### src/smg_pkg.sv
// Constants shared by the serial module global control block
package smg_pkg;

  localparam int DW = 16;
  localparam int AW = 3;

  // Word addresses of the register port
  localparam logic [2:0] ADDR_CFG = 3'h0;
  localparam logic [2:0] ADDR_INT = 3'h1;
  localparam logic [2:0] ADDR_PIN = 3'h2;
  localparam logic [2:0] ADDR_DAT = 3'h3;

  // module_config_register fields
  localparam int CFG_STOP = 15;
  localparam int CFG_FREEZE_HALT_ENABLE = 14;
  localparam int CFG_FREEZE_UNUSED_BIT = 13;
  localparam int CFG_ARB_LSB = 0;
  localparam int ARB_W = 4;
  localparam logic [15:0] CFG_RST = 16'h8000;

  // interrupt_level_select (high byte) and interrupt_vector_number (low byte)
  localparam int LVL_W = 3;
  localparam int LVL_Q_LSB = 11;
  localparam int LVL_A_LSB = 8;
  localparam int VEC_LSB = 1;
  localparam logic [2:0] LVL_RST = 3'h0;
  localparam logic [7:0] VEC_RST = 8'h0F;

  // port_pin_assignment (high byte), port_pin_direction (low byte)
  localparam int PAR_LSB = 8;
  localparam int DDR_LSB = 0;
  localparam logic [7:0] PIN_RST = 8'h00;
  localparam logic [7:0] DAT_RST = 8'h00;

  // Pin positions
  localparam int PIN_MISO = 0;
  localparam int PIN_MOSI = 1;
  localparam int PIN_SCK = 2;
  localparam int PIN_SS = 3;
  localparam int PIN_PCS1 = 4;
  localparam int PIN_TXD = 7;
  localparam int NPIN = 8;

  typedef enum logic [1:0] {
    SMG_IDLE = 2'b00,
    SMG_ARB = 2'b01,
    SMG_VEC = 2'b10
  } smg_ack_state_t;

endpackage

### src/smg_top.sv
// Global control, interrupt arbitration and pin control of the dual serial module
`timescale 1ns/1ps

module smg_top
  import smg_pkg::*;
(
  input wire logic ref_clk_i,
  input wire logic rstn_i,
  // Register port
  input wire logic [AW-1:0] addr_i,
  input wire logic [DW-1:0] wdata_i,
  input wire logic wr_i,
  input wire logic rd_i,
  output logic [DW-1:0] rdata_o,
  // Module clock gate and freeze
  output logic module_clk_en_o,
  input wire logic freeze_i,
  input wire logic boundary_i,
  output logic freeze_halt_o,
  // Interrupt requests and acknowledge
  input wire logic queued_irq_i,
  input wire logic async_irq_i,
  output logic [6:0] irq_o,
  input wire logic iack_i,
  input wire logic [2:0] priority_mask_i,
  input wire logic arb_i,
  output logic arb_o,
  output logic arb_oe_o,
  output logic [7:0] vec_o,
  output logic vec_valid_o,
  // Serial engine side
  input wire logic queued_interface_enable_i,
  input wire logic master_i,
  input wire logic transmitter_enable_bit_i,
  input wire logic miso_out_i,
  input wire logic mosi_out_i,
  input wire logic sck_out_i,
  input wire logic [3:0] pcs_out_i,
  input wire logic txd_i,
  output logic miso_in_o,
  output logic mosi_in_o,
  output logic sck_in_o,
  output logic ss_in_n_o,
  output logic mode_fault_o,
  // Port pins
  input wire logic [NPIN-1:0] pin_i,
  output logic [NPIN-1:0] pin_o,
  output logic [NPIN-1:0] pin_oe_o
);

  logic stop;
  logic freeze_halt_enable;
  logic freeze_unused_bit;
  logic [ARB_W-1:0] arb_num;
  logic [LVL_W-1:0] lvl_q;
  logic [LVL_W-1:0] lvl_a;
  logic [7:1] vec_hi;
  logic [7:0] pin_assign;
  logic [7:0] pin_dir;
  logic [7:0] pin_data;
  logic [NPIN-1:0] pin_meta;
  logic [NPIN-1:0] pin_sync;
  logic [DW-1:0] next_rdata;
  smg_ack_state_t state;
  logic [1:0] bit_idx;
  logic in_race;
  logic src_queued;
  logic elig_q;
  logic elig_a;
  logic my_bit;
  logic lose_bit;
  logic race_won;
  logic accept;
  logic pick_q;
  logic [7:0] q_oe;
  logic [7:0] q_out;
  logic [7:0] own;
  logic [6:0] next_irq;

  // Register writes; allowed while stopped
  always_ff @(posedge ref_clk_i or negedge rstn_i) begin
    if (!rstn_i) begin
      stop <= CFG_RST[CFG_STOP];
    end else if (wr_i && addr_i == ADDR_CFG) begin
      stop <= wdata_i[CFG_STOP];
    end
  end

  always_ff @(posedge ref_clk_i or negedge rstn_i) begin
    if (!rstn_i) begin
      freeze_halt_enable <= CFG_RST[CFG_FREEZE_HALT_ENABLE];
      freeze_unused_bit <= CFG_RST[CFG_FREEZE_UNUSED_BIT];
    end else if (wr_i && addr_i == ADDR_CFG) begin
      freeze_halt_enable <= wdata_i[CFG_FREEZE_HALT_ENABLE];
      freeze_unused_bit <= wdata_i[CFG_FREEZE_UNUSED_BIT];
    end
  end

  always_ff @(posedge ref_clk_i or negedge rstn_i) begin
    if (!rstn_i) begin
      arb_num <= CFG_RST[CFG_ARB_LSB +: ARB_W];
    end else if (wr_i && addr_i == ADDR_CFG) begin
      arb_num <= wdata_i[CFG_ARB_LSB +: ARB_W];
    end
  end

  always_ff @(posedge ref_clk_i or negedge rstn_i) begin
    if (!rstn_i) begin
      lvl_q <= LVL_RST;
    end else if (wr_i && addr_i == ADDR_INT) begin
      lvl_q <= wdata_i[LVL_Q_LSB +: LVL_W];
    end
  end

  always_ff @(posedge ref_clk_i or negedge rstn_i) begin
    if (!rstn_i) begin
      lvl_a <= LVL_RST;
    end else if (wr_i && addr_i == ADDR_INT) begin
      lvl_a <= wdata_i[LVL_A_LSB +: LVL_W];
    end
  end

  // Bit zero is never stored; the winning source fills it in
  always_ff @(posedge ref_clk_i or negedge rstn_i) begin
    if (!rstn_i) begin
      vec_hi <= VEC_RST[7:1];
    end else if (wr_i && addr_i == ADDR_INT) begin
      vec_hi <= wdata_i[VEC_LSB +: 7];
    end
  end

  always_ff @(posedge ref_clk_i or negedge rstn_i) begin
    if (!rstn_i) begin
      pin_assign <= PIN_RST;
    end else if (wr_i && addr_i == ADDR_PIN) begin
      pin_assign <= wdata_i[PAR_LSB +: 8];
    end
  end

  always_ff @(posedge ref_clk_i or negedge rstn_i) begin
    if (!rstn_i) begin
      pin_dir <= PIN_RST;
    end else if (wr_i && addr_i == ADDR_PIN) begin
      pin_dir <= wdata_i[DDR_LSB +: 8];
    end
  end

  always_ff @(posedge ref_clk_i or negedge rstn_i) begin
    if (!rstn_i) begin
      pin_data <= DAT_RST;
    end else if (wr_i && addr_i == ADDR_DAT) begin
      pin_data <= wdata_i[7:0];
    end
  end

  // Pins come from outside; two flops before use
  always_ff @(posedge ref_clk_i or negedge rstn_i) begin
    if (!rstn_i) begin
      pin_meta <= '0;
      pin_sync <= '0;
    end else begin
      pin_meta <= pin_i;
      pin_sync <= pin_meta;
    end
  end

  // Read data; while stopped only the config word is returned
  always_comb begin
    next_rdata = '0;
    unique case (addr_i)
      ADDR_CFG: begin
        next_rdata[CFG_STOP] = stop;
        next_rdata[CFG_FREEZE_HALT_ENABLE] = freeze_halt_enable;
        next_rdata[CFG_FREEZE_UNUSED_BIT] = freeze_unused_bit;
        next_rdata[CFG_ARB_LSB +: ARB_W] = arb_num;
      end
      ADDR_INT: begin
        next_rdata[LVL_Q_LSB +: LVL_W] = lvl_q;
        next_rdata[LVL_A_LSB +: LVL_W] = lvl_a;
        next_rdata[VEC_LSB +: 7] = vec_hi;
        next_rdata[0] = 1'b1;
      end
      ADDR_PIN: begin
        next_rdata[PAR_LSB +: 8] = pin_assign;
        next_rdata[DDR_LSB +: 8] = pin_dir;
      end
      ADDR_DAT: begin
        next_rdata[7:0] = pin_sync;
      end
      default: begin
        next_rdata = '0;
      end
    endcase
    if (stop && addr_i != ADDR_CFG) begin
      next_rdata = '0;
    end
  end

  always_ff @(posedge ref_clk_i or negedge rstn_i) begin
    if (!rstn_i) begin
      rdata_o <= '0;
    end else if (rd_i) begin
      rdata_o <= next_rdata;
    end else begin
      rdata_o <= '0;
    end
  end

  // The serial engines run only while not stopped
  assign module_clk_en_o = !stop;

  // Lower freeze bit is kept for read-back and has no action
  always_ff @(posedge ref_clk_i or negedge rstn_i) begin
    if (!rstn_i) begin
      freeze_halt_o <= 1'b0;
    end else if (!freeze_i) begin
      freeze_halt_o <= 1'b0;
    end else if (freeze_halt_enable && boundary_i) begin
      freeze_halt_o <= 1'b1;
    end
  end

  // Request lines; level zero silences an interface
  always_comb begin
    next_irq = '0;
    if (async_irq_i && lvl_a != 3'h0) begin
      next_irq[lvl_a - 3'h1] = 1'b1;
    end
    if (queued_irq_i && lvl_q != 3'h0) begin
      next_irq[lvl_q - 3'h1] = 1'b1;
    end
  end

  always_ff @(posedge ref_clk_i or negedge rstn_i) begin
    if (!rstn_i) begin
      irq_o <= '0;
    end else begin
      irq_o <= next_irq;
    end
  end

  // Only requests above the acknowledged mask may contend
  assign elig_q = queued_irq_i && lvl_q != 3'h0 && lvl_q > priority_mask_i;
  assign elig_a = async_irq_i && lvl_a != 3'h0 && lvl_a > priority_mask_i;
  // Source is fixed at acknowledge so a late request cannot swap the vector
  assign accept = iack_i && arb_num != 4'h0 && (elig_q || elig_a);
  assign pick_q = elig_q && (!elig_a || lvl_q >= lvl_a);
  // Our bit is zero while a rival drives one: drop out
  assign lose_bit = in_race && !my_bit && arb_i;
  assign race_won = state == SMG_ARB && bit_idx == 2'h0 && in_race && !lose_bit;

  assign my_bit = arb_num[bit_idx];
  assign arb_o = my_bit;
  // Wired line: a module drives only its one bits
  assign arb_oe_o = state == SMG_ARB && in_race && my_bit;

  always_ff @(posedge ref_clk_i or negedge rstn_i) begin
    if (!rstn_i) begin
      state <= SMG_IDLE;
      bit_idx <= 2'h3;
      in_race <= 1'b0;
      src_queued <= 1'b0;
    end else begin
      unique case (state)
        SMG_IDLE: begin
          bit_idx <= 2'h3;
          // A zero arbitration number keeps the module out
          if (accept) begin
            state <= SMG_ARB;
            in_race <= 1'b1;
            src_queued <= pick_q;
          end
        end
        SMG_ARB: begin
          if (lose_bit) begin
            in_race <= 1'b0;
          end
          if (bit_idx == 2'h0) begin
            state <= (in_race && !lose_bit) ? SMG_VEC : SMG_IDLE;
          end else begin
            bit_idx <= bit_idx - 2'h1;
          end
        end
        SMG_VEC: begin
          state <= SMG_IDLE;
          in_race <= 1'b0;
        end
        default: begin
          state <= SMG_IDLE;
        end
      endcase
    end
  end

  // Vector answer for one cycle after a won race
  always_ff @(posedge ref_clk_i or negedge rstn_i) begin
    if (!rstn_i) begin
      vec_o <= 8'h00;
    end else if (race_won) begin
      vec_o <= {vec_hi, src_queued};
    end else begin
      vec_o <= 8'h00;
    end
  end

  always_ff @(posedge ref_clk_i or negedge rstn_i) begin
    if (!rstn_i) begin
      vec_valid_o <= 1'b0;
    end else begin
      vec_valid_o <= race_won;
    end
  end

  // Queued interface owns a pin only when assigned and enabled
  assign own = pin_assign & {8{queued_interface_enable_i}};

  always_comb begin
    q_oe = '0;
    q_out = '0;
    q_oe[PIN_MISO] = !master_i && pin_dir[PIN_MISO];
    q_out[PIN_MISO] = miso_out_i;
    q_oe[PIN_MOSI] = master_i && pin_dir[PIN_MOSI];
    q_out[PIN_MOSI] = mosi_out_i;
    q_oe[PIN_SCK] = master_i;
    q_out[PIN_SCK] = sck_out_i;
    q_oe[PIN_SS] = master_i && pin_dir[PIN_SS];
    q_out[PIN_SS] = pcs_out_i[0];
    for (int k = 0; k < 3; k++) begin
      q_oe[PIN_PCS1 + k] = master_i && pin_dir[PIN_PCS1 + k];
      q_out[PIN_PCS1 + k] = pcs_out_i[k + 1];
    end
  end

  // Per pin: queued use, transmit override or general I/O
  for (genvar g = 0; g < NPIN; g++) begin : g_pin
    if (g == PIN_TXD) begin : g_txd
      // Assignment does not touch the transmit pin
      assign pin_oe_o[g] = transmitter_enable_bit_i || pin_dir[g];
      assign pin_o[g] = transmitter_enable_bit_i ? txd_i : pin_data[g];
    end else begin : g_gen
      assign pin_oe_o[g] = own[g] ? q_oe[g] : pin_dir[g];
      assign pin_o[g] = own[g] ? q_out[g] : pin_data[g];
    end
  end

  // Disabled inputs present an idle level to the engine
  assign miso_in_o = own[PIN_MISO] && master_i && !pin_dir[PIN_MISO] && pin_sync[PIN_MISO];
  assign mosi_in_o = own[PIN_MOSI] && !master_i && !pin_dir[PIN_MOSI] && pin_sync[PIN_MOSI];
  assign sck_in_o = own[PIN_SCK] && !master_i && pin_sync[PIN_SCK];
  assign ss_in_n_o = !(own[PIN_SS] && !master_i && !pin_dir[PIN_SS] && !pin_sync[PIN_SS]);
  assign mode_fault_o = own[PIN_SS] && master_i && !pin_dir[PIN_SS] && !pin_sync[PIN_SS];

endmodule

### config.mk
export PLATFORM = sky130hd
export DESIGN_NAME = smg_top
export DESIGN_NICKNAME = d
export VERILOG_FILES = /design/src/smg_pkg.sv /design/src/smg_top.sv
export SDC_FILE = /design/constraint.sdc
export NUM_CORES = 1
export LEC_CHECK = 0
export BUFFER_PORTS_ARGS = -buffer_cell sky130_fd_sc_hd__buf_2
export CORE_MARGIN = 4
export CORE_UTILIZATION = 40
export DETAILED_ROUTE_END_ITERATION = 16
export MAX_ROUTING_LAYER = met4
export PLACE_DENSITY = 0.75
export SLEW_MARGIN = 5
export SYNTH_ARGS = -nofsm -noshare
export SYNTH_HDL_FRONTEND = slang
export SYNTH_SLANG_ARGS = --single-unit
export TNS_END_PERCENT = 100
### constraint.sdc
create_clock -name ref_clk_i -period 1.83 [get_ports ref_clk_i]
set_input_delay 0.183 -clock ref_clk_i [delete_from_list [all_inputs] [get_ports ref_clk_i]]
set_output_delay 0.183 -clock ref_clk_i [all_outputs]
set_load 0.03 [all_outputs]
== After elaboration in Yosys (flattened, before gate mapping) ==
Index checks and enable logic that the tools add are counted.
Cells by class
  add/subtract/negate cells: 3
  magnitude comparators: 8
  eq/ne operators: 10
  mux-type cells: 42
  bitwise gates (word level): 2
  reductions and logical operators: 69
Operator list (count)
  logical AND 1 bit: 43
  2-to-1 mux 16 bit: 2
  2-to-1 mux 1 bit: 22
  case mux 4 bit (4 select lines): 1
  2-to-1 mux 7 bit: 2
  case mux 2 bit (2 select lines): 3
  case mux 4 bit (3 select lines): 1
  nonzero test 3 bit: 4
  logical NOT 1 bit: 10
  case mux 5 bit (2 select lines): 1
  less-than comparator 3 x 4 -> 1 bit, second input constant: 2
  2-to-1 mux 2 bit: 4
  2-to-1 mux 8 bit: 1
  AND 7 bit: 1
  OR 7 bit: 1
  demux 1 bit (select 3 bit): 2
  equality test 3 x 2 -> 1 bit, second input constant: 2
  greater-or-equal comparator 3 x 1 -> 1 bit, second input constant: 2
  > comparator 3 bit: 2
  != test 2 bit, second input constant: 3
  case mux 1 bit (3 select lines): 2
  AND reduction 2 bit: 3
  subtractor 3 x 1 -> 3 bit, second input constant: 2
  logical NOT 2 bit: 2
  other kinds (13): 16
Storage, ports and cells
  register bits after elaboration: 99
  input bits: 51

== Longest topological paths before layout ==
  depth after elaboration: 10
  gate-level depth with buffers: 7
  depth with buffers taken out: 7

== Least setup slack after synthesis ==
OpenSTA, ideal clock, no wires.
  path kind: reg-to-reg
  start: register bit_idx[0]
  end: register in_race
  setup time: 0.133 ns
  arrival: 1.802 ns
  required time: 1.697 ns
  setup slack: -0.106 ns
  stages on the path, launching flop included: 7
  path buffers: 1
  path through: dfstp_2 -> mux4_2 -> nand2b_1 -> and3_1 -> buf_6 -> a21oi_2 -> o211ai_1
Between the ends
  longest elaborated chain between the ends: 7
Ends and longest elaborated chain
  start: declaration: RTL line smg_top.sv:65  | logic [1:0] bit_idx;
  start signal: assignment: RTL line smg_top.sv:281  | bit_idx <= bit_idx - 2'h1;
  binary-select mux 1 bit (select 2 bit): RTL line smg_top.sv:252  | assign my_bit = arb_num[bit_idx];
  2-to-1 mux 1 bit (implied by the code): RTL line smg_top.sv:252
  via arb_o: RTL line smg_top.sv:27  | output logic arb_o,
  logical NOT 1 bit: RTL line smg_top.sv:249  | assign lose_bit = in_race && !my_bit && arb_i;
  logical AND 1 bit (2 in series): RTL line smg_top.sv:249
  != test 2 bit (no source line)
  AND reduction 3 bit (no source line)
  end signal: assignment: RTL line smg_top.sv:261  | in_race <= 1'b0;
  end signal: assignment: RTL line smg_top.sv:270  | in_race <= 1'b1;
  end signal: assignment: RTL line smg_top.sv:276  | in_race <= 1'b0;
  end: declaration: RTL line smg_top.sv:66  | logic in_race;
The timed path passes the listed nets, and every way through them passes these cells. The select of a mux whose other input is x is not followed.
A chain may end at the register's enable or synchronous reset.

== Worst setup path after layout ==
  start: register bit_idx[0]
  end: output arb_oe_o
Between the ends
  longest elaborated chain between the ends: 3
Ends and longest elaborated chain
  binary-select mux 1 bit (select 2 bit): RTL line smg_top.sv:252
  2-to-1 mux 1 bit (implied by the code): RTL line smg_top.sv:252
  logical AND 1 bit: RTL line smg_top.sv:255  | assign arb_oe_o = state == SMG_ARB && in_race && my_bit;
  end: declaration: RTL line smg_top.sv:28  | output logic arb_oe_o,
Every way passes these cells. The select of a mux whose other input is x is not followed.

==> flow_metrics.tcl <==
set metrics [dict create \
    period_needed_ns 1.963 \
    async_reset_ff_share_pct 100.0 \
    grt_use_total_pct 18.86 \
    p_per_area_mw_per_mm2 1106 \
    report.final.setup_viol 2 \
    worstPathRequired_ns 1.65 \
    cts_tree "built" \
    rsz0062_at_grt "yes" \
    ys_types 43 \
    syn-num-nets 426 \
    whs_path_depth 2 \
    fin_ws_ns -0.1329 \
    synth-main-ff-cell "dfrtp_1" \
    placed_area_mm2 0.005230 \
    core_area_mm2 0.01079 \
    fp-row-count 38 \
    fin_crit_sh_pct 107.3 \
    gp_congestion 0.8863 \
    yosysWarnings 0 \
    p_leak_nw 2.748 \
    vias 3275 \
    htree_levels 3 \
    initial_core_util_pct 40.76 \
    rrSetupSlack_ns 0.07 \
    grt_overflow 0 \
    worstReg2RegEnd "state[1]$_DFFE_PN0P_" \
    nNetsFinal 563 \
    areaGrowthSynthToFinish_pct 26.34 \
    power.total_mw 6.148 \
    synth_area_leaders "dfrtp_1 (53%), mux2_2 (13%), ha_1 (4.8%)" \
    end_kind "primary output" \
    viasPerCell 5.109 \
    yosysMostFrequentCell "dfrtp_1" \
    fp.dieW_um 112.9 \
    antenna_found_initial 0 \
    hold_slack_ns 0.02835 \
    violations "negative setup slack" \
    dpl.hpwl_um 8473 \
    maxCapViolations 0 \
    ant_nets 0 \
    cts.clk_slew.worst_paths_ns 0.10 \
    ys_seq_elements 99 \
    ys_seq_area_share_pct 56.48 \
    grt_pass1_wl_um 18150 \
    status "complete, but fails checks" \
    max_slew_margin_pct 64.18 \
    synth_edf_count 0 \
    clkLatencyLatePin_ns 0.38 \
    grt_max_degree 40 \
    path_class "reg2out" \
    drt_iter0_drc 139 \
    yosys-top-cells-count "dfrtp_1 (93), mux2_2 (52), nand2_1 (25)" \
    worstHoldEndpoint "freeze_halt_o$_DFFE_PN0P_" \
    drc 0 \
    io_buffer_count 107 \
    crit_fanout 3 \
    boundaryPins 108 \
    clkSinkCount 99 \
    grt_pass1_vias 3539 \
    worstMarginPinSlew_ns 0.5373 \
    cp.arrival_ns 1.78 \
    cts_buffers 9 \
    fin_util_pct 51.50 \
    crit-reg2reg-launch "bit_idx[0]$_DFFE_PN1P_" \
    die_y_um 112.9 \
    firstDrtPassIters 4 \
    yosysTopAreaCellShare_pct 52.90 \
    ir_drop_uv 691.4 \
    ff2ff_path_depth 5 \
    wire_per_inst_um 17.71 \
    fin_skew_ns 0.01024 \
    synthCells 358 \
    hp-class "in2reg" \
    drive_gt1_share_pct 43.20 \
    holdCritStartpoint "freeze_i" \
    avgSynthCellArea_um2 12.29 \
    drt_wl_total_um 11350 \
    root_buffer "clkbuf_8" \
    syn_area_mm2 0.004399 \
    max_freq_mhz 509.5 \
    final_area_mm2 0.005558 \
    slew_violations 0 \
    critPathLaunchType "flop" \
    clockBufferDepth 2 \
    die-area_mm2 0.01274 \
    finalHoldViolations 0 \
    synth_area_leader_cell "dfrtp_1" \
]
[per-stage QoR]
stage	setup slack [ns]	setup TNS, ns	instances
floorplan	-0.09040	-0.5474	358
global placement	0.009760	0	613
detailed placement	-0.06390	-0.1344	613
CTS	-0.1523	-0.1722	639
global route	-0.1770	-0.3194	640
finish	-0.1329	-0.2155	641
[layer usage]
layer / track usage, % / up-vias / share of wire (%)
li1: - / 1538 / -
met5: - / - / 0
met2: 29.19 / 105 / 50
met4: 7.933 / 0 / 2.3
met1: 24.43 / 1612 / 43
met3: 3.636 / 20 / 5.4
[power breakdown]
part | internal, mW | switching [mW]
clock | 0.537 | 0.791
sequential | 2.55 | 0.250
combinational | 0.882 | 1.14
[final cells by class]
| cell class | instances | area (µm²) |
|---|---|---|
| fillers | 930 | 5235 |
| flip-flops and latches | 99 | 2486 |
| multi-input cells | 233 | 1828 |
| repair buffers | 138 | 833.3 |
| well taps | 140 | 175.2 |
| clock buffers | 11 | 141.4 |
| inverters | 14 | 52.55 |
| clock inverters | 5 | 38.79 |
| diodes | 1 | 2.502 |
[layout by cell type (no fill, tap or decap), types with 10 or more instances in the layout]
cell type        n
ha_1            17
and3_1          10
buf_4           20
nand2_1         24
inv_1           14
mux2_2          52
clkbuf_8        10
dlygate4sd3_1   10
nor2_1          18
dfrtp_1         92
buf_2          104
[state kept, by name (all words and copies together) (netlist names), 2 cells and up]
signal / flops
rdata_o: 16
lvl_q: 3
pin_sync: 8
vec_hi: 7
bit_idx: 2
pin_meta: 8
pin_assign: 8
vec_o: 8
pin_data: 8
lvl_a: 3
irq_o: 7
arb_num: 4
pin_dir: 8
state: 2
[what timing repair did]
| item | in CTS | in global routing |
|---|---|---|
| pin swaps | 0 | 0 |
| endpoints found under the setup margin | 12 | 6 |
| setup buffers | 0 | 1 |
| hold buffers | 10 | 0 |
| gates resized for setup | 6 | 8 |
| hold endpoints to repair | 44 | 0 |
[worst max-delay path: stages, from the launching register on]
cell,delay (ns)
dfstp_2,0.56
mux4_2,0.51
and3_4,0.20
buf_6,0.13
[kinds of logic after synthesis]
family | after synthesis | share of synthesized area [%]
and+or+nand+nor | 98 | 11.49
xor gates and xnor gates | 2 | 0.3983
AOI/OAI and AO/OA | 54 | 8.419
muxes | 62 | 15.87
buffers and inverters | 26 | 2.503
DFF | 99 | 56.48
adders and majority gates | 17 | 4.835
[how the worst max path moves through the flow]
| stage | slack (ns) | depth (start not counted) | startpoint | endpoint |
|---|---|---|---|---|
| 6_report | -0.13 | 3 | bit_idx[0]$_DFFE_PN1P_ | arb_oe_o |
| 4_1_cts | -0.15 | 3 | bit_idx[0]$_DFFE_PN1P_ | arb_oe_o |
| 5_1_grt | -0.18 | 3 | bit_idx[0]$_DFFE_PN1P_ | arb_oe_o |
| 3_5_place_dp | -0.06 | 5 | bit_idx[0]$_DFFE_PN1P_ | state[1]$_DFFE_PN0P_ |
| 3_3_place_gp | 0.01 | 5 | bit_idx[0]$_DFFE_PN1P_ | state[1]$_DFFE_PN0P_ |
| 2_1_floorplan | -0.09 | 6 | bit_idx[0]$_DFFE_PN1P_ | in_race$_DFFE_PN0P_ |
No activity file was read; power rests on OpenSTA's default activity.
